**config.mk**
```make
export PLATFORM = sky130hd
export DESIGN_NAME = ste_encoder
export DESIGN_NICKNAME = d
export VERILOG_FILES = /design/src/core/ste_pkg.sv /design/src/core/ste_encoder.sv /design/src/core/ste_shaper.sv
export SDC_FILE = /design/constraint.sdc
export NUM_CORES = 1
export LEC_CHECK = 0
export ABC_AREA = 1
export BUFFER_PORTS_ARGS = -buffer_cell sky130_fd_sc_hd__buf_2
export CORE_MARGIN = 5
export CORE_UTILIZATION = 40
export DETAILED_ROUTE_END_ITERATION = 16
export GPL_TIMING_DRIVEN = 1
export PLACE_DENSITY_LB_ADDON = 0.12
export SYNTH_ARGS = -nofsm -noshare
export SYNTH_HDL_FRONTEND = slang
export SYNTH_SLANG_ARGS = --single-unit
```
**constraint.sdc**
```tcl
create_clock -name core_clk -period 12.8 [get_ports core_clk]
set_input_delay 0 -clock core_clk [delete_from_list [all_inputs] [get_ports core_clk]]
set_output_delay 0 -clock core_clk [all_outputs]
set_load 0.03 [all_outputs]
```
**src/core/ste_pkg.sv**
```systemverilog
// Constants, types and the rule summary for the serial time code encoder
// How it works
// - Emulation mark rises at each second start
// - Mark lasts 100 ms for zero, 200 ms for one
// - No mark in second 59
// - Seconds 21 to 58 carry date, time, parity
// - Marks follow configured local time and announcements
// - Emulation output runs from the first epoch, no wait for sync
// - Markers 49/59/69, year BCD at 50-58
// - Bit 60 leap pending, bit 61 insertion zero
// - Leap deletion is never signalled
// - Bit 62 shows daylight change pending
// - Bit 63 set during daylight saving
// - Bit 64 offset sign, bits 65-68 hours
// - Bit 70 flags extra half hour
// - Bits 71-74 figure of merit, 0 locked
// - Merit cleared at first synchronisation
// - Bit 75 parity over preceding bits
// - Level-shift and modulated codes carry same content
// - 100 bits per second, 1 kHz carrier
// - Variant picks year and binary seconds content
// - Extended variant adds control-field date, zone, flags
// - C37 variant inverts the offset sign
// - AFNOR variant carries full date and seconds
// - Carrier cell: 2, 5 or 8 mark cycles
// - Merit is 1111 until first synchronisation
// - Test setting forces merit field to zero
package ste_pkg;

  localparam int CLK_HZ = 40_000_000;
  localparam int CARRIER_HZ = 1000;
  localparam int CAR_CYC = CLK_HZ / CARRIER_HZ;
  localparam int MS_PER_SEC = 1000;
  localparam int BIT_RATE = 100;
  localparam int CELL_MS = MS_PER_SEC / BIT_RATE;
  localparam int FRAME_BITS = 100;
  localparam int MARK_EVERY = 10;
  localparam int MARK_AT = 9;

  localparam int IRIG_ZERO_MS = 2;
  localparam int IRIG_ONE_MS = 5;
  localparam int IRIG_MARK_MS = 8;
  localparam int DCF_ZERO_MS = 100;
  localparam int DCF_ONE_MS = 200;
  localparam int DCF_SKIP_SEC = 59;

  // Frame field positions
  localparam int TENS_OFS = 5;
  localparam int HUND_OFS = 10;
  localparam int POS_SEC = 1;
  localparam int POS_MIN = 10;
  localparam int POS_HOUR = 20;
  localparam int POS_DOY = 30;
  localparam int POS_YEAR = 50;
  localparam int POS_LSP = 60;
  localparam int POS_LS = 61;
  localparam int POS_DSP = 62;
  localparam int POS_DST = 63;
  localparam int POS_TZS = 64;
  localparam int POS_TZH = 65;
  localparam int POS_TZ_HALF = 70;
  localparam int POS_TFOM = 71;
  localparam int POS_PAR = 75;
  localparam int POS_SBS_LO = 80;
  localparam int POS_SBS_HI = 90;
  localparam int AF_DAY = 60;
  localparam int AF_MON = 70;
  localparam int AF_DOW = 76;

  // Emulation minute positions
  localparam int D_DSP = 16;
  localparam int D_DST = 17;
  localparam int D_LSP = 19;
  localparam int D_START = 20;
  localparam int D_MIN = 21;
  localparam int D_HOUR = 29;
  localparam int D_DAY = 36;
  localparam int D_DOW = 42;
  localparam int D_MON = 45;
  localparam int D_YEAR = 50;
  localparam int D_PAR = 58;

  localparam logic [3:0] TFOM_LOCKED = 4'h0;
  localparam logic [3:0] TFOM_FAILED = 4'hf;

  // Register port
  localparam int ADDR_W = 4;
  localparam int DATA_W = 16;
  localparam int CTRL_W = 4;
  localparam int TZ_W = 6;
  localparam logic [ADDR_W-1:0] REG_CTRL = 4'h0;
  localparam logic [ADDR_W-1:0] REG_TZ = 4'h1;
  localparam logic [ADDR_W-1:0] REG_STAT = 4'h2;
  localparam logic [CTRL_W-1:0] CTRL_RST = 4'h0;
  localparam logic [TZ_W-1:0] TZ_RST = 6'h00;
  localparam int CTRL_TFOM_OFF = 3;
  localparam int TZ_SIGN = 0;
  localparam int TZ_HRS_LSB = 1;
  localparam int TZ_HALF = 5;
  localparam int STAT_SYNCED = 0;
  localparam int STAT_LW = 1;
  localparam int STAT_DCLS = 2;
  localparam int STAT_IDX_LSB = 8;

  typedef enum logic [1:0] {SYM_ZERO, SYM_ONE, SYM_MARK, SYM_NONE} ste_sym_t;

  typedef enum logic [2:0] {
    FMT_B2, FMT_B3, FMT_B6, FMT_B7, FMT_1344, FMT_C37, FMT_AFNOR
  } ste_fmt_t;

  typedef struct packed {
    logic [6:0] sec_bcd;
    logic [6:0] min_bcd;
    logic [5:0] hour_bcd;
    logic [9:0] doy_bcd;
    logic [5:0] day_bcd;
    logic [4:0] mon_bcd;
    logic [2:0] dow;
    logic [7:0] year_bcd;
    logic [16:0] sbs;
    logic dst;
    logic dst_pend;
    logic ls_pend;
  } ste_time_t;

endpackage : ste_pkg

```
**src/core/ste_encoder.sv**
```systemverilog
// Time code encoder: emulation marks and level-shift / modulated frames
`timescale 1ns/1ps
module ste_encoder
  import ste_pkg::*;
#(
  parameter int MS_CYC = CAR_CYC
) (
  input wire logic core_clk,
  input wire logic resetn,
  input wire logic sec_pulse,
  input wire ste_time_t time_in,
  input wire logic sync_ok,
  input wire logic [ADDR_W-1:0] reg_addr,
  input wire logic [DATA_W-1:0] reg_wdata,
  input wire logic reg_wr,
  input wire logic reg_rd,
  output logic [DATA_W-1:0] reg_rdata,
  output logic lw_mark,
  output logic tc_dcls,
  output logic tc_am_mark,
  output logic tc_carrier
);

  localparam int MW = $clog2(MS_CYC);
  localparam int PW = 10;

  if (MS_CYC < 4) begin : g_chk
    $error("ste_encoder: MS_CYC too small");
  end

  // Variant decoding
  function automatic logic has_year(input ste_fmt_t f);
    return f inside {FMT_B6, FMT_B7, FMT_1344, FMT_C37, FMT_AFNOR};
  endfunction : has_year

  function automatic logic has_sbs(input ste_fmt_t f);
    return f inside {FMT_B3, FMT_B7, FMT_1344, FMT_C37, FMT_AFNOR};
  endfunction : has_sbs

  function automatic logic is_ext(input ste_fmt_t f);
    return f inside {FMT_1344, FMT_C37};
  endfunction : is_ext

  // Reset release
  logic [1:0] rst_pipe_q;
  wire logic rst_n;

  always_ff @(posedge core_clk or negedge resetn) begin
    if (!resetn) begin
      rst_pipe_q <= 2'b00;
    end else begin
      rst_pipe_q <= {rst_pipe_q[0], 1'b1};
    end
  end

  assign rst_n = rst_pipe_q[1];

  // Millisecond tick and 1 kHz carrier, phased to the second
  logic [MW-1:0] ms_cnt_q;
  logic carrier_q;
  wire logic ms_tick;

  assign ms_tick = (ms_cnt_q == MW'(MS_CYC - 1));

  always_ff @(posedge core_clk or negedge rst_n) begin
    if (!rst_n) begin
      ms_cnt_q <= '0;
      carrier_q <= 1'b0;
    end else begin
      ms_cnt_q <= (sec_pulse || ms_tick) ? '0 : ms_cnt_q + 1'b1;
      carrier_q <= !sec_pulse && (ms_cnt_q < MW'(MS_CYC / 2));
    end
  end

  assign tc_carrier = carrier_q;

  // Software registers
  logic [CTRL_W-1:0] ctrl_q;
  logic [TZ_W-1:0] tz_q;
  logic [DATA_W-1:0] rdata_q;
  logic [DATA_W-1:0] stat_val;
  wire logic [DATA_W-1:0] rd_val;
  wire ste_fmt_t fmt_sel;

  always_ff @(posedge core_clk or negedge rst_n) begin
    if (!rst_n) begin
      ctrl_q <= CTRL_RST;
      tz_q <= TZ_RST;
    end else if (reg_wr) begin
      if (reg_addr == REG_CTRL) begin
        ctrl_q <= reg_wdata[CTRL_W-1:0];
      end else if (reg_addr == REG_TZ) begin
        tz_q <= reg_wdata[TZ_W-1:0];
      end
    end
  end

  // Unknown codes fall back to the plain variant
  assign fmt_sel = (ctrl_q[2:0] > 3'(FMT_AFNOR)) ? FMT_B2 : ste_fmt_t'(ctrl_q[2:0]);

  // Frame snapshot
  ste_time_t cur_q;
  ste_fmt_t fmt_f_q;
  logic [TZ_W-1:0] tz_f_q;
  logic [3:0] tfom_q;
  logic synced_q;
  logic [6:0] idx_q;
  wire logic tc_end;

  always_ff @(posedge core_clk or negedge rst_n) begin
    if (!rst_n) begin
      cur_q <= '0;
      fmt_f_q <= FMT_B2;
      tz_f_q <= TZ_RST;
      tfom_q <= TFOM_FAILED;
      synced_q <= 1'b0;
      idx_q <= '0;
    end else begin
      if (sync_ok) begin
        synced_q <= 1'b1;
      end
      if (sec_pulse) begin
        cur_q <= time_in;
        fmt_f_q <= fmt_sel;
        tz_f_q <= tz_q;
        if (ctrl_q[CTRL_TFOM_OFF]) begin
          tfom_q <= TFOM_LOCKED;
        end else if (synced_q || sync_ok) begin
          tfom_q <= TFOM_LOCKED;
        end else begin
          tfom_q <= TFOM_FAILED;
        end
        idx_q <= '0;
      end else if (tc_end && idx_q != 7'(FRAME_BITS - 1)) begin
        idx_q <= idx_q + 7'h01;
      end
    end
  end

  // Time code frame content
  logic [FRAME_BITS-1:0] irig_v;

  always_comb begin
    irig_v = '0;
    irig_v[POS_SEC +: 4] = cur_q.sec_bcd[3:0];
    irig_v[POS_SEC + TENS_OFS +: 3] = cur_q.sec_bcd[6:4];
    irig_v[POS_MIN +: 4] = cur_q.min_bcd[3:0];
    irig_v[POS_MIN + TENS_OFS +: 3] = cur_q.min_bcd[6:4];
    irig_v[POS_HOUR +: 4] = cur_q.hour_bcd[3:0];
    irig_v[POS_HOUR + TENS_OFS +: 2] = cur_q.hour_bcd[5:4];
    irig_v[POS_DOY +: 4] = cur_q.doy_bcd[3:0];
    irig_v[POS_DOY + TENS_OFS +: 4] = cur_q.doy_bcd[7:4];
    irig_v[POS_DOY + HUND_OFS +: 2] = cur_q.doy_bcd[9:8];
    if (has_year(fmt_f_q)) begin
      irig_v[POS_YEAR +: 4] = cur_q.year_bcd[3:0];
      irig_v[POS_YEAR + TENS_OFS +: 4] = cur_q.year_bcd[7:4];
    end
    if (is_ext(fmt_f_q)) begin
      irig_v[POS_LSP] = cur_q.ls_pend;
      irig_v[POS_LS] = 1'b0;
      irig_v[POS_DSP] = cur_q.dst_pend;
      irig_v[POS_DST] = cur_q.dst;
      irig_v[POS_TZS] = tz_f_q[TZ_SIGN] ^ (fmt_f_q == FMT_C37);
      irig_v[POS_TZH +: 4] = tz_f_q[TZ_HRS_LSB +: 4];
      irig_v[POS_TZ_HALF] = tz_f_q[TZ_HALF];
      irig_v[POS_TFOM +: 4] = tfom_q;
      irig_v[POS_PAR] = ^irig_v[POS_PAR-1:0];
    end else if (fmt_f_q == FMT_AFNOR) begin
      irig_v[AF_DAY +: 6] = cur_q.day_bcd;
      irig_v[AF_MON +: 5] = cur_q.mon_bcd;
      irig_v[AF_DOW +: 3] = cur_q.dow;
    end
    if (has_sbs(fmt_f_q)) begin
      irig_v[POS_SBS_LO +: 9] = cur_q.sbs[8:0];
      irig_v[POS_SBS_HI +: 8] = cur_q.sbs[16:9];
    end
  end

  wire logic tc_is_mark;
  wire ste_sym_t irig_sym;

  assign tc_is_mark = (idx_q == 7'h00) || (idx_q % 7'(MARK_EVERY) == 7'(MARK_AT));
  assign irig_sym = tc_is_mark ? SYM_MARK : (irig_v[idx_q] ? SYM_ONE : SYM_ZERO);

  // Emulation minute content, local time
  logic [63:0] lw_v;
  wire logic [5:0] lw_idx;
  wire ste_sym_t lw_sym;

  assign lw_idx = 6'(cur_q.sec_bcd[6:4]) * 6'h0a + 6'(cur_q.sec_bcd[3:0]);

  always_comb begin
    lw_v = '0;
    lw_v[D_DSP] = cur_q.dst_pend;
    lw_v[D_DST] = cur_q.dst;
    lw_v[D_DST + 1] = !cur_q.dst;
    lw_v[D_LSP] = cur_q.ls_pend;
    lw_v[D_START] = 1'b1;
    lw_v[D_MIN +: 7] = cur_q.min_bcd;
    lw_v[D_MIN + 7] = ^cur_q.min_bcd;
    lw_v[D_HOUR +: 6] = cur_q.hour_bcd;
    lw_v[D_HOUR + 6] = ^cur_q.hour_bcd;
    lw_v[D_DAY +: 6] = cur_q.day_bcd;
    lw_v[D_DOW +: 3] = cur_q.dow;
    lw_v[D_MON +: 5] = cur_q.mon_bcd;
    lw_v[D_YEAR +: 8] = cur_q.year_bcd;
    lw_v[D_PAR] = ^lw_v[D_PAR-1:D_DAY];
  end

  // Second 59 stays silent to flag the minute
  assign lw_sym = (lw_idx == 6'(DCF_SKIP_SEC)) ? SYM_NONE :
                  (lw_v[lw_idx] ? SYM_ONE : SYM_ZERO);

  // Pulse generators
  wire logic tc_lvl;
  wire logic [PW-1:0] tc_pos;
  wire logic lw_lvl;
  wire logic [PW-1:0] lw_pos;

  ste_shaper #(
    .CELL(CELL_MS),
    .W0(IRIG_ZERO_MS),
    .W1(IRIG_ONE_MS),
    .WM(IRIG_MARK_MS),
    .PW(PW)
  ) u_tc (
    .core_clk(core_clk),
    .rst_n(rst_n),
    .tick(ms_tick),
    .sync(sec_pulse),
    .sym(irig_sym),
    .level(tc_lvl),
    .pos(tc_pos),
    .cell_end(tc_end)
  );

  // Runs from the first sec_pulse, no wait for synchronisation
  ste_shaper #(
    .CELL(MS_PER_SEC),
    .W0(DCF_ZERO_MS),
    .W1(DCF_ONE_MS),
    .WM(0),
    .PW(PW)
  ) u_lw (
    .core_clk(core_clk),
    .rst_n(rst_n),
    .tick(ms_tick),
    .sync(sec_pulse),
    .sym(lw_sym),
    .level(lw_lvl),
    .pos(lw_pos),
    .cell_end()
  );

  assign lw_mark = lw_lvl;
  assign tc_dcls = tc_lvl;
  assign tc_am_mark = tc_lvl;

  // Register read port
  always_comb begin
    stat_val = '0;
    stat_val[STAT_SYNCED] = synced_q;
    stat_val[STAT_LW] = lw_lvl;
    stat_val[STAT_DCLS] = tc_lvl;
    stat_val[STAT_IDX_LSB +: 7] = idx_q;
  end

  assign rd_val = (reg_addr == REG_CTRL) ? DATA_W'(ctrl_q) :
                  (reg_addr == REG_TZ) ? DATA_W'(tz_q) :
                  (reg_addr == REG_STAT) ? stat_val : '0;

  always_ff @(posedge core_clk or negedge rst_n) begin
    if (!rst_n) begin
      rdata_q <= '0;
    end else begin
      rdata_q <= reg_rd ? rd_val : '0;
    end
  end

  assign reg_rdata = rdata_q;
endmodule : ste_encoder

```
**src/core/ste_shaper.sv**
```systemverilog
// Pulse width shaper for one symbol per cell
`timescale 1ns/1ps
module ste_shaper
  import ste_pkg::*;
#(
  parameter int CELL = CELL_MS,
  parameter int W0 = IRIG_ZERO_MS,
  parameter int W1 = IRIG_ONE_MS,
  parameter int WM = IRIG_MARK_MS,
  parameter int PW = 10
) (
  input wire logic core_clk,
  input wire logic rst_n,
  input wire logic tick,
  input wire logic sync,
  input wire ste_sym_t sym,
  output logic level,
  output logic [PW-1:0] pos,
  output logic cell_end
);

  localparam int MAXW = (W1 > WM) ? W1 : WM;

  if (CELL >= 2 ** PW || MAXW >= CELL || W0 >= W1) begin : g_chk
    $error("ste_shaper: widths do not fit the cell");
  end

  logic [PW-1:0] pos_q;
  logic run_q;
  logic level_q;
  wire logic [PW-1:0] width;

  // Width in ticks for the current symbol
  assign width = (sym == SYM_ZERO) ? PW'(W0) :
                 (sym == SYM_ONE) ? PW'(W1) :
                 (sym == SYM_MARK) ? PW'(WM) : '0;
  assign cell_end = run_q && tick && !sync && (pos_q == PW'(CELL - 1));
  assign level = level_q;
  assign pos = pos_q;

  always_ff @(posedge core_clk or negedge rst_n) begin
    if (!rst_n) begin
      pos_q <= '0;
      run_q <= 1'b0;
      level_q <= 1'b0;
    end else begin
      level_q <= run_q && (pos_q < width);
      if (sync) begin
        pos_q <= '0;
        run_q <= 1'b1;
      end else if (tick && run_q) begin
        pos_q <= cell_end ? '0 : pos_q + 1'b1;
      end
    end
  end
endmodule : ste_shaper

```
Yosys cells after proc, flatten, opt, wreduce, memory -nomap -nowiden
Index checks and enable logic that the tools add are counted.

Word-level logic and storage cells: 129. Flip-flop bits (word level): 160. Input port bits: 98.

Divide/modulo/power cells: 1. Eq/ne operators: 17. Bitwise logic cells: 2. Reduce and logical (&&, ||, !) cells: 28. Add/subtract/negate cells: 5. $mul: 1. $lt $le $gt $ge: 6. Mux-type cells: 41.

Operators by type and width (count): 10-bit 2-to-1 mux (9); 75-bit XOR reduction (1); 15-bit 2-to-1 mux (4); 22-bit XOR reduction (1); 10-bit by 1-bit adder with 10-bit output (second input constant) (2); 10-bit less-than comparator (2); 4-bit 2-to-1 mux (5); 16-bit by 1-bit adder with 16-bit output (second input constant) (1); 16-bit equality test (second input constant) (1); 16-bit by 15-bit less-than comparator with 1-bit output (second input constant) (1); 16-bit 2-to-1 mux (1); 8-bit 2-to-1 mux (2); 7-bit 2-to-1 mux (2); 3-bit 2-to-1 mux (4); 6-bit 2-to-1 mux (2); 10-bit equality test (second input constant) (1); 10-bit by 4-bit equality test with 1-bit output (second input constant) (1); 5-bit 2-to-1 mux (2); 5-bit nonzero test (2); 3-bit equality test (second input constant) (3); 9-bit 2-to-1 mux (1); 1-bit logical AND (8); 7-bit by 8-bit less-than comparator with 1-bit output (second input constant) (1); 7-bit by 1-bit adder with 7-bit output (second input constant) (1); other kinds (30) (43).

Longest topological paths before layout
Gate-level depths: netlist of run 1.

Depth after elaboration: 15. Gate-level depth with buffers: 26. Mapped depth without buffers: 26.

Cells and area by module
From an unflattened synthesis of run 1, not the netlist that was laid out.

Cells, all modules: 1276. Area total of the unflattened synthesis: 9357.7 sq um.

Modules (own cells, without submodules): ste_encoder (cells each 1058, area each 7734.9 sq um, instances 1); ste_shaper at u_tc (cells each 113, area each 843.3 sq um, instances 1); ste_shaper at u_lw (cells each 105, area each 779.5 sq um, instances 1).

Worst setup path before layout of run 1
OpenSTA, ideal clock, no wires.

Path type: reg-to-reg. From: register cur_q[66] (netlist bit). To: register u_lw.level_q, in the netlist u_lw.level. Buffers on the path: 1. Arrival time: 2.478 ns. Cell stages (with the launch flop): 12. Slack: 10.244 ns. Cells stage by stage: dfrtp_1 ha_1 fa_1 clkbuf_1 o2111ai_1 a31oi_1 a21oi_1 a21boi_1 ha_1 a21oi_1 nand4_1 a21oi_1.

Word-level cells in the longest chain between the ends: 10.

RTL lines: start: declaration (RTL line ste_encoder.sv:102) `ste_time_t cur_q;`; start signal: assignment (RTL line ste_encoder.sv:123) `cur_q <= time_in;`; 6-bit by 4-bit adder with 6-bit output (*) (RTL line ste_encoder.sv:190) `assign lw_idx = 6'(cur_q.sec_bcd[6:4]) * 6'h0a + 6'(cur_q.sec_bcd[3:0]);`; 1-bit binary-select mux with 6-bit select (RTL line ste_encoder.sv:212) `(lw_v[lw_idx] ? SYM_ONE : SYM_ZERO);`; 1-bit 2-to-1 mux (not written as such) (RTL line ste_encoder.sv:212); 1-bit 2-to-1 mux (RTL line ste_encoder.sv:212); 2-bit 2-to-1 mux (*) (RTL line ste_encoder.sv:211) `assign lw_sym = (lw_idx == 6'(DCF_SKIP_SEC)) ? SYM_NONE :`; 2-bit by 1-bit equality test with 1-bit output (RTL line ste_shaper.sv:35) `(sym == SYM_ONE) ? PW'(W1) :`; 8-bit 2-to-1 mux (RTL line ste_shaper.sv:35); 10-bit 2-to-1 mux (*) (RTL line ste_shaper.sv:34) `assign width = (sym == SYM_ZERO) ? PW'(W0) :`; 10-bit less-than comparator (*) (RTL line ste_shaper.sv:47) `level_q <= run_q && (pos_q < width);`; 1-bit logical AND (*) (RTL line ste_shaper.sv:47); end signal: assignment (RTL line ste_shaper.sv:47); end: declaration (RTL line ste_shaper.sv:30) `logic level_q;`.

Mark *: on every way between the ends. The rest lies on a longest branch, timed or not. The select of a mux whose other input is x is not followed. A chain may end at the register's enable or synchronous reset.

Worst setup path after layout of run 1
From: register cur_q[69] (netlist bit). To: register u_lw.level_q, in the netlist u_lw.level.

Word-level cells in the longest chain between the ends: 11.

RTL lines (RTL line): 3-bit by 3-bit multiplier with 5-bit output (*) (ste_encoder.sv:190); 6-bit by 4-bit adder with 6-bit output (*) (ste_encoder.sv:190); 1-bit binary-select mux with 6-bit select (ste_encoder.sv:212); 1-bit 2-to-1 mux (not written as such) (ste_encoder.sv:212); 1-bit 2-to-1 mux (ste_encoder.sv:212); 2-bit 2-to-1 mux (*) (ste_encoder.sv:211); 2-bit by 1-bit equality test with 1-bit output (ste_shaper.sv:35); 8-bit 2-to-1 mux (ste_shaper.sv:35); 10-bit 2-to-1 mux (*) (ste_shaper.sv:34); 10-bit less-than comparator (*) (ste_shaper.sv:47); 1-bit logical AND (*) (ste_shaper.sv:47).

Marks and branches as above.

==> results by group, run 1 <==
Outcome
  – Status: finished clean

Power
  – Logic pwr share: about a quarter
  – Peak VDD IR: a little under 0.00006 V
  – Lkg Pwr: between 5 and 6 nW
  – Switching pwr: ~0.0005 W
  – Pwr dens: approximately 120 nW/um^2
  – Internal cell power: 0.000943 W
  – Sequential power share: between 30% and 40%
  – Switching part of the total: about 34%
  – Clock power frac: 35.7%

Drt
  – Routed WL: ~28 mm
  – Routed length per instance: ~16 um
  – ANT nets after route: 0
  – Total number of vias: 8,999
  – Initial DRC Count: 670
  – DRC viols: 0
  – Post-DR vias/cell: 5.04
  – Detailed-router iteration count before antenna repair: 5

Layout
  – Area growth syn-to-layout: 23.8%
  – N_diodes: 0
  – Fillers: 2,346
  – Share of cells above drive strength 1: between 10% and 20%
  – # nets final: 1,570
  – Post-Route Utilization: between 40% and 50%

Min path
  – HP Class: input port to flop

Clock tree
  – PostCTS Resize Cnt: 0
  – Max Root-Sink Buffers: 2
  – H-tree Lvls: 4
  – Clock-pin slew on the worst setup and hold paths: 70 ps
  – CTS tree: yes
  – Clock sinks: about 160
  – Root buffer selected by CTS: clkbuf_16
  – Later-pin clock latency in the skew report: about 430 ps
  – Total CTS buffers: 17

Critical path
  – Max Fanout on Critical Path: 12
  – CP Capture Type: flop
  – Worst Setup Start Kind: flop
  – Worst path cell trace: ha_1 > inv_1 > nor2_1 > nand2_1 > o2111ai_1 > o311ai_0 > nand4_1 > a21boi_1 > ha_1 > a21oi_1 > nand4_1 > a21oi_1
  – Crit path largest cell delay: between 600 and 700 ps
  – Worst path required time: roughly 13,000 ps
  – Critical path's slowest cell: ha_1
  – Arrival @ worst endpoint: 3990 ps
  – Crit Path Class: flop to flop

Synthesis
  – Synth warn: 0
  – Seq/Total Area, Yosys: between 40 and 50%
  – EDFF count, synth: 0
  – Synth async-reset ratio: 100%
  – Post-synthesis cell area: slightly above 9000 um^2
  – Top_reg_cell synth: dfrtp_1
  – Gate Count Post-Synth: 1,280
  – Yosys cell types: between 50 and 60
  – Avg Inst Size Synth: 7.30 um^2
  – Most area-consuming cells after synthesis: dfrtp_1 (41%), nand2_1 (15%), o21ai_0 (7.3%)
  – Synth top area share: between 40% and 50%
  – Post-synth top cells: nand2_1 (370), inv_1 (155), dfrtp_1 (154)
  – Cell taking the most area after synthesis: dfrtp_1
  – Cell with the most instances after synthesis: nand2_1
  – Flops & latches, synth: 155

Timing
  – Period utilisation layout: between 20% and 30%
  – Unrepaired setup endpoints after global routing: no
  – TNS Setup: 0 ps
  – Fmax: about 270 MHz
  – Skew final: roughly 11 ps
  – Setup violations, final: 0
  – Final Critical Period: ~3700 ps
  – Worst slew pin tran: about 870 ps
  – Final hold vios: 0
  – Slew Viols, Final: 0
  – Slew headroom: between 40% and 50%

Floorplanning
  – Ports: around 120
  – Chip height: around 160 um
  – Die width: approximately 160 um
  – Core Area: ~23,000 um^2
  – DIE AREA: ~27,000 um^2
  – Initial core utilization: roughly two fifths
  – Core Rows: 56

Flow run
  – Max-Cap Viols: 0

Placement
  – Placer congestion estimate: between 0.8 and 0.9
  – Dpl hpwl: between 15 and 20 mm
  – Port Buffers: ~100

Global routing
  – GRT overflow: 0
  – Total GRT Usage: between 20% and 30%
  – Pin count of the biggest net entering global routing: 86
  – First-pass GRT wire length: about 46 mm
  – Initial antenna violation count: 0
  – Vias in the first global route: around 9,000
==> critical path, delay by kind of cell (launching register included) <==
kind	cells	cell delay (ps)
buffers and inverters	1	280
and+or+nand+nor	4	810
DFF	1	460
adders and majority gates	2	910
AOI/OAI and AO/OA	5	1070
==> routing by layer <==
layer  track usage [%]  vias up  routed length (um)
li1                  -     4531                   -
met2              36.2      221               13300
met1              28.7     4213               12800
met3              3.37       34                1070
met5                 0        -                   0
met4              6.44        0                 588
==> cells by family after synthesis <==
kind of cell / count (synthesis) / synth area share [%]
buffers and inverters: 222 / 9.44
other: 2 / 0.0804
adder cells (fa/ha/maj): 20 / 2.76
multiplexers: 2 / 0.241
AO/OA/AOI/OAI: 261 / 16.0
XOR/XNOR: 40 / 3.91
AND/OR/NAND/NOR: 578 / 26.1
flip-flops: 155 / 41.5
==> power by group through the flow <==
stage | Combinational (W) | Sequential (W) | Clock, W
final | 0.000355 | 0.000569 | 0.000514
after global routing | 0.000405 | 0.000575 | 0.000545
after CTS | 0.000354 | 0.000569 | 0.000524
after detailed placement | 0.000331 | 0.000578 | 0
after global placement | 0.000325 | 0.000578 | 0
after floorplan | 0.000245 | 0.000567 | 0
==> worst paths after layout <==
path,slack [ps],start,cells after the start,end
min,100,sec_pulse,3,cur_q[44]
min in group asynchronous,280,rst_pipe_q[1],0,u_lw.pos[0]
max,9140,cur_q[69],12,u_lw.level
max reg2reg,9140,cur_q[69],12,u_lw.level
max in group asynchronous,10520,rst_pipe_q[1],2,u_tc.pos[0]
min reg2reg,280,rst_pipe_q[1],0,u_lw.pos[0]
==> area by class of cell <==
type	instances	area, um^2	area share, %
timing repair buffer	195	1420	12.3
inverter	178	682	5.90
clock inverter	12	130	1.12
tap	319	399	3.45
clock buffer	20	457	3.95
multi-input combinational	905	4590	39.7
sequential	155	3880	33.6
==> flip-flops by register name, indices dropped and copies added (netlist names) <==
register / count
cur_q: 72
ms_cnt_q: 16
reg_rdata: 13
u_lw.pos: 10
u_tc.pos: 10
idx_q: 7
tz_f_q: 6
tz_q: 6
ctrl_q: 4
fmt_f_q: 3
rst_pipe_q: 2
synced_q: 1
tc_carrier: 1
tfom_q: 1
u_lw.level: 1
u_tc.level: 1
u_tc.run_q: 1
==> stage by stage <==
stage	hold WS [ps]	instance area [um^2]	worst slack [ps]	power (W)	std cells
floorplan	-296	9350	8160	0.000812	1282
global placement	-211	10100	9310	0.000903	1665
detailed placement	-209	10100	9210	0.000909	1665
CTS	96.8	11600	9150	0.00145	1784
global route	126	11600	8960	0.00153	1784
finish	98.3	11600	9140	0.00144	1784
==> placed cells by master (no fill, tap or decap), types with 4 or more instances in the layout <==
master,instances
nand2_1,370
a21oi_1,48
inv_2,21
o21ai_0,136
clkbuf_16,17
buf_4,5
xnor2_1,15
a31oi_1,4
nand3_1,86
o21ai_1,5
o31ai_1,4
buf_2,103
a221oi_1,4
o22ai_1,29
inv_1,155
nand4_1,15
nand2_2,6
nor4_1,6
xor2_1,23
dlygate4sd3_1,87
nor2_1,68
ha_1,19
o2111ai_1,7
dfrtp_1,153
o221ai_1,5
nor3_1,12
conb_1,4
==> timing repair <==
action                                  4_1_cts  5_1_grt
endpoints found under the setup margin        0        0
setup buffers                                 0        0
endpoints found under the hold margin        92        0
hold buffers                                 87        0
Power figures use the tool's default switching activity.
==> run 2, diff against run 1 <==
clock period = 3.3 ns   (was 12.8 ns; I/O delays follow)
==> results by group, run 2 (synthesis results as in run 1) <==
Layout
  – N_diodes: 0 (unchanged)
  – Post-Route Utilization: 50.9% (+1.2 points)
  – # nets final: 1,599 (+1.8%)
  – Area growth syn-to-layout: 26.8%
  – Commonest non-fill, non-tap cell in the layout: nand2_1
  – Largest register FFs: 72 (unchanged)
  – Area of the multi-input gates: 4590 um^2 (unchanged)
  – Share of cells above drive strength 1: 13.9% (+1.2 points)
  – Most frequent cells in the layout: nand2_1 (370), inv_1 (155), dfrtp_1 (153)
  – Fillers: 2,340 (-0.26%)
  – Sequential cell area: 3880 um^2 (unchanged)
  – Reg with most FFs: cur_q

Clock tree
  – Max Root-Sink Buffers: 2 (unchanged)
  – H-tree Lvls: 4 (unchanged)
  – Clock-pin slew on the worst setup and hold paths: 70 ps (about the same)
  – Root buffer selected by CTS: clkbuf_16
  – CTS tree: yes
  – PostCTS Resize Cnt: 0 (unchanged)
  – Clock sinks: 155 (unchanged)
  – Total CTS buffers: 17 (unchanged)
  – Setup repair bufs after CTS: 0 (unchanged)
  – Later-pin clock latency in the skew report: 430 ps (about the same)
  – CTS hold repair buffers: 95 (+9.2%)

Floorplanning
  – DIE AREA: 26,500 um^2 (unchanged)
  – Initial core utilization: 40.2% (unchanged)
  – Ports: 118 (unchanged)
  – Core Area: 23,300 um^2 (unchanged)
  – Die width: 163 um (unchanged)
  – Core Rows: 56 (unchanged)
  – Chip height: 163 um (unchanged)

Placement
  – Placer congestion estimate: 0.885 (+1.9%)
  – Port Buffers: 104 (unchanged)
  – Dpl hpwl: 20.3 mm (+4.5%)

Power
  – Switching part of the total: 34.4% (-0.12 points)
  – Internal cell power: 0.00376 W (+300%)
  – Total power: 0.00572 W (+300%)
  – Lkg Pwr: 5.87 nW (+3.0%)
  – Peak VDD IR: 0.000317 V (+430%)
  – Logic pwr share: 25.0% (+0.3 points)
  – Pwr dens: 483 nW/um^2 (+290%)
  – Switching pwr: 0.00197 W (+300%)
  – Clock power frac: 36.6% (+0.9 points)
  – Sequential power share: 38.3% (-1.3 points)

Timing
  – Fmax: 335 MHz (+23%)
  – Final hold vios: 0 (unchanged)
  – Skew final: 12.2 ps (+1.24 ps)
  – TNS Setup: 0 ps (unchanged)
  – Hold_ws: 302 ps (+203 ps)
  – Final Critical Period: 2990 ps (-676 ps)
  – Setup violations, final: 0 (unchanged)
  – Period utilisation layout: 90.6% (+62 points)
  – Worst slew pin tran: 742 ps (-130 ps)
  – Slew headroom: 50.5% (+8.9 points)
  – Slew Viols, Final: 0 (unchanged)
  – Unrepaired setup endpoints after global routing: no

Critical path
  – CP most frequent cell: nand2_1
  – CP Capture Type: flop
  – Crit path largest cell delay: 570 ps (-40 ps)
  – Critical path's slowest cell: dfrtp_1
  – Worst Setup Start Kind: flop
  – Worst path cell trace: nor2_1 > inv_1 > o22ai_1 > o21ai_0 > nand4_1 > nand3_1 > a31oi_1 > nand2_1 > nand2_2 > nand2_1 > ha_1 > a2111o_1 > a21oi_2
  – Crit Path Class: flop to flop
  – Max Fanout on Critical Path: 12 (unchanged)
  – Arrival @ worst endpoint: 3350 ps (-640 ps)
  – Worst path required time: 3660 ps (-9460 ps)

Global routing
  – Initial antenna violation count: 0 (unchanged)
  – Vias in the first global route: 8,991 (+1.8%)
  – Pin count of the biggest net entering global routing: 71 (-17%)
  – GRT overflow: 0 (unchanged)
  – Total GRT Usage: 21.7% (+0.15 points)
  – First-pass GRT wire length: 45.9 mm (+0.60%)

Flow run
  – Max-Cap Viols: 0 (unchanged)

Drt
  – DRC viols: 0 (unchanged)
  – Total number of vias: 9,027 (+0.31%)
  – Post-DR vias/cell: 4.98 (-1.3%)
  – Routed length per instance: 15.4 um (-0.86%)
  – Detailed-router iteration count before antenna repair: 7 (+2)
  – ANT nets after route: 0 (unchanged)
  – Routed WL: 28.0 mm (+0.75%)
  – Initial DRC Count: 642 (-4.2%)

Outcome
  – Status: finished clean

Min path
  – HP Class: input port to flop
[run 2: path summary, 6_finish.rpt]
check | start | end | slack, ps | cells past startpoint
min reg2reg | rst_pipe_q[0] | rst_pipe_q[1] | 350 | 0
min | time_in[44] | cur_q[44] | 300 | 4
min in group asynchronous | rst_pipe_q[1] | reg_rdata[2] | 390 | 0
max | idx_q[0] | u_tc.level | 310 | 13
max reg2reg | idx_q[0] | u_tc.level | 310 | 13
max in group asynchronous | rst_pipe_q[1] | tz_f_q[4] | 1940 | 1
[run 2: power by group through the flow]
stage / registers (W) / clock network (W) / logic [W]
floorplan: 0.00220 / 0 / 0.000951
global placement: 0.00223 / 0 / 0.00131
detailed placement: 0.00223 / 0 / 0.00133
CTS: 0.00219 / 0.00215 / 0.00143
global route: 0.00222 / 0.00223 / 0.00162
finish: 0.00219 / 0.00210 / 0.00143
[run 2: stage by stage]
| step | area [um^2] | std cells | worst slack [ps] |
|---|---|---|---|
| 2_1_floorplan | 9360 | 1282 | 733 |
| 3_3_place_gp | 10300 | 1686 | 431 |
| 3_5_place_dp | 10300 | 1686 | 398 |
| 4_1_cts | 11900 | 1813 | 363 |
| 5_1_grt | 11900 | 1813 | 106 |
| 6_report | 11900 | 1813 | 311 |
[run 2: layer usage]
layer  part of all wire [%]  wire, um  global-route usage, %  vias up
met5                      0         0                      0        -
met1                     46     13000                   28.7     4182
met3                    3.9      1080                   3.24       46
met4                    2.5       706                   6.94        0
met2                     47     13200                   36.5      212
li1                       -         -                      -     4587
[run 2: layout make-up]
cell class / count / area share, %
multi-input combinational: 905 / 38.7
sequential: 155 / 32.8
timing repair buffer: 224 / 14.1
inverter: 178 / 5.75
clock buffer: 18 / 3.62
tap: 319 / 3.37
clock inverter: 14 / 1.60
[run 2: worst max-delay path: cells and delay by family, from the launching register on]
kind / cells / cell delay (ps)
fa+ha+maj: 1 / 180
buf+inv: 1 / 310
compound gates: 5 / 930
flops: 1 / 570
simple gates: 6 / 930
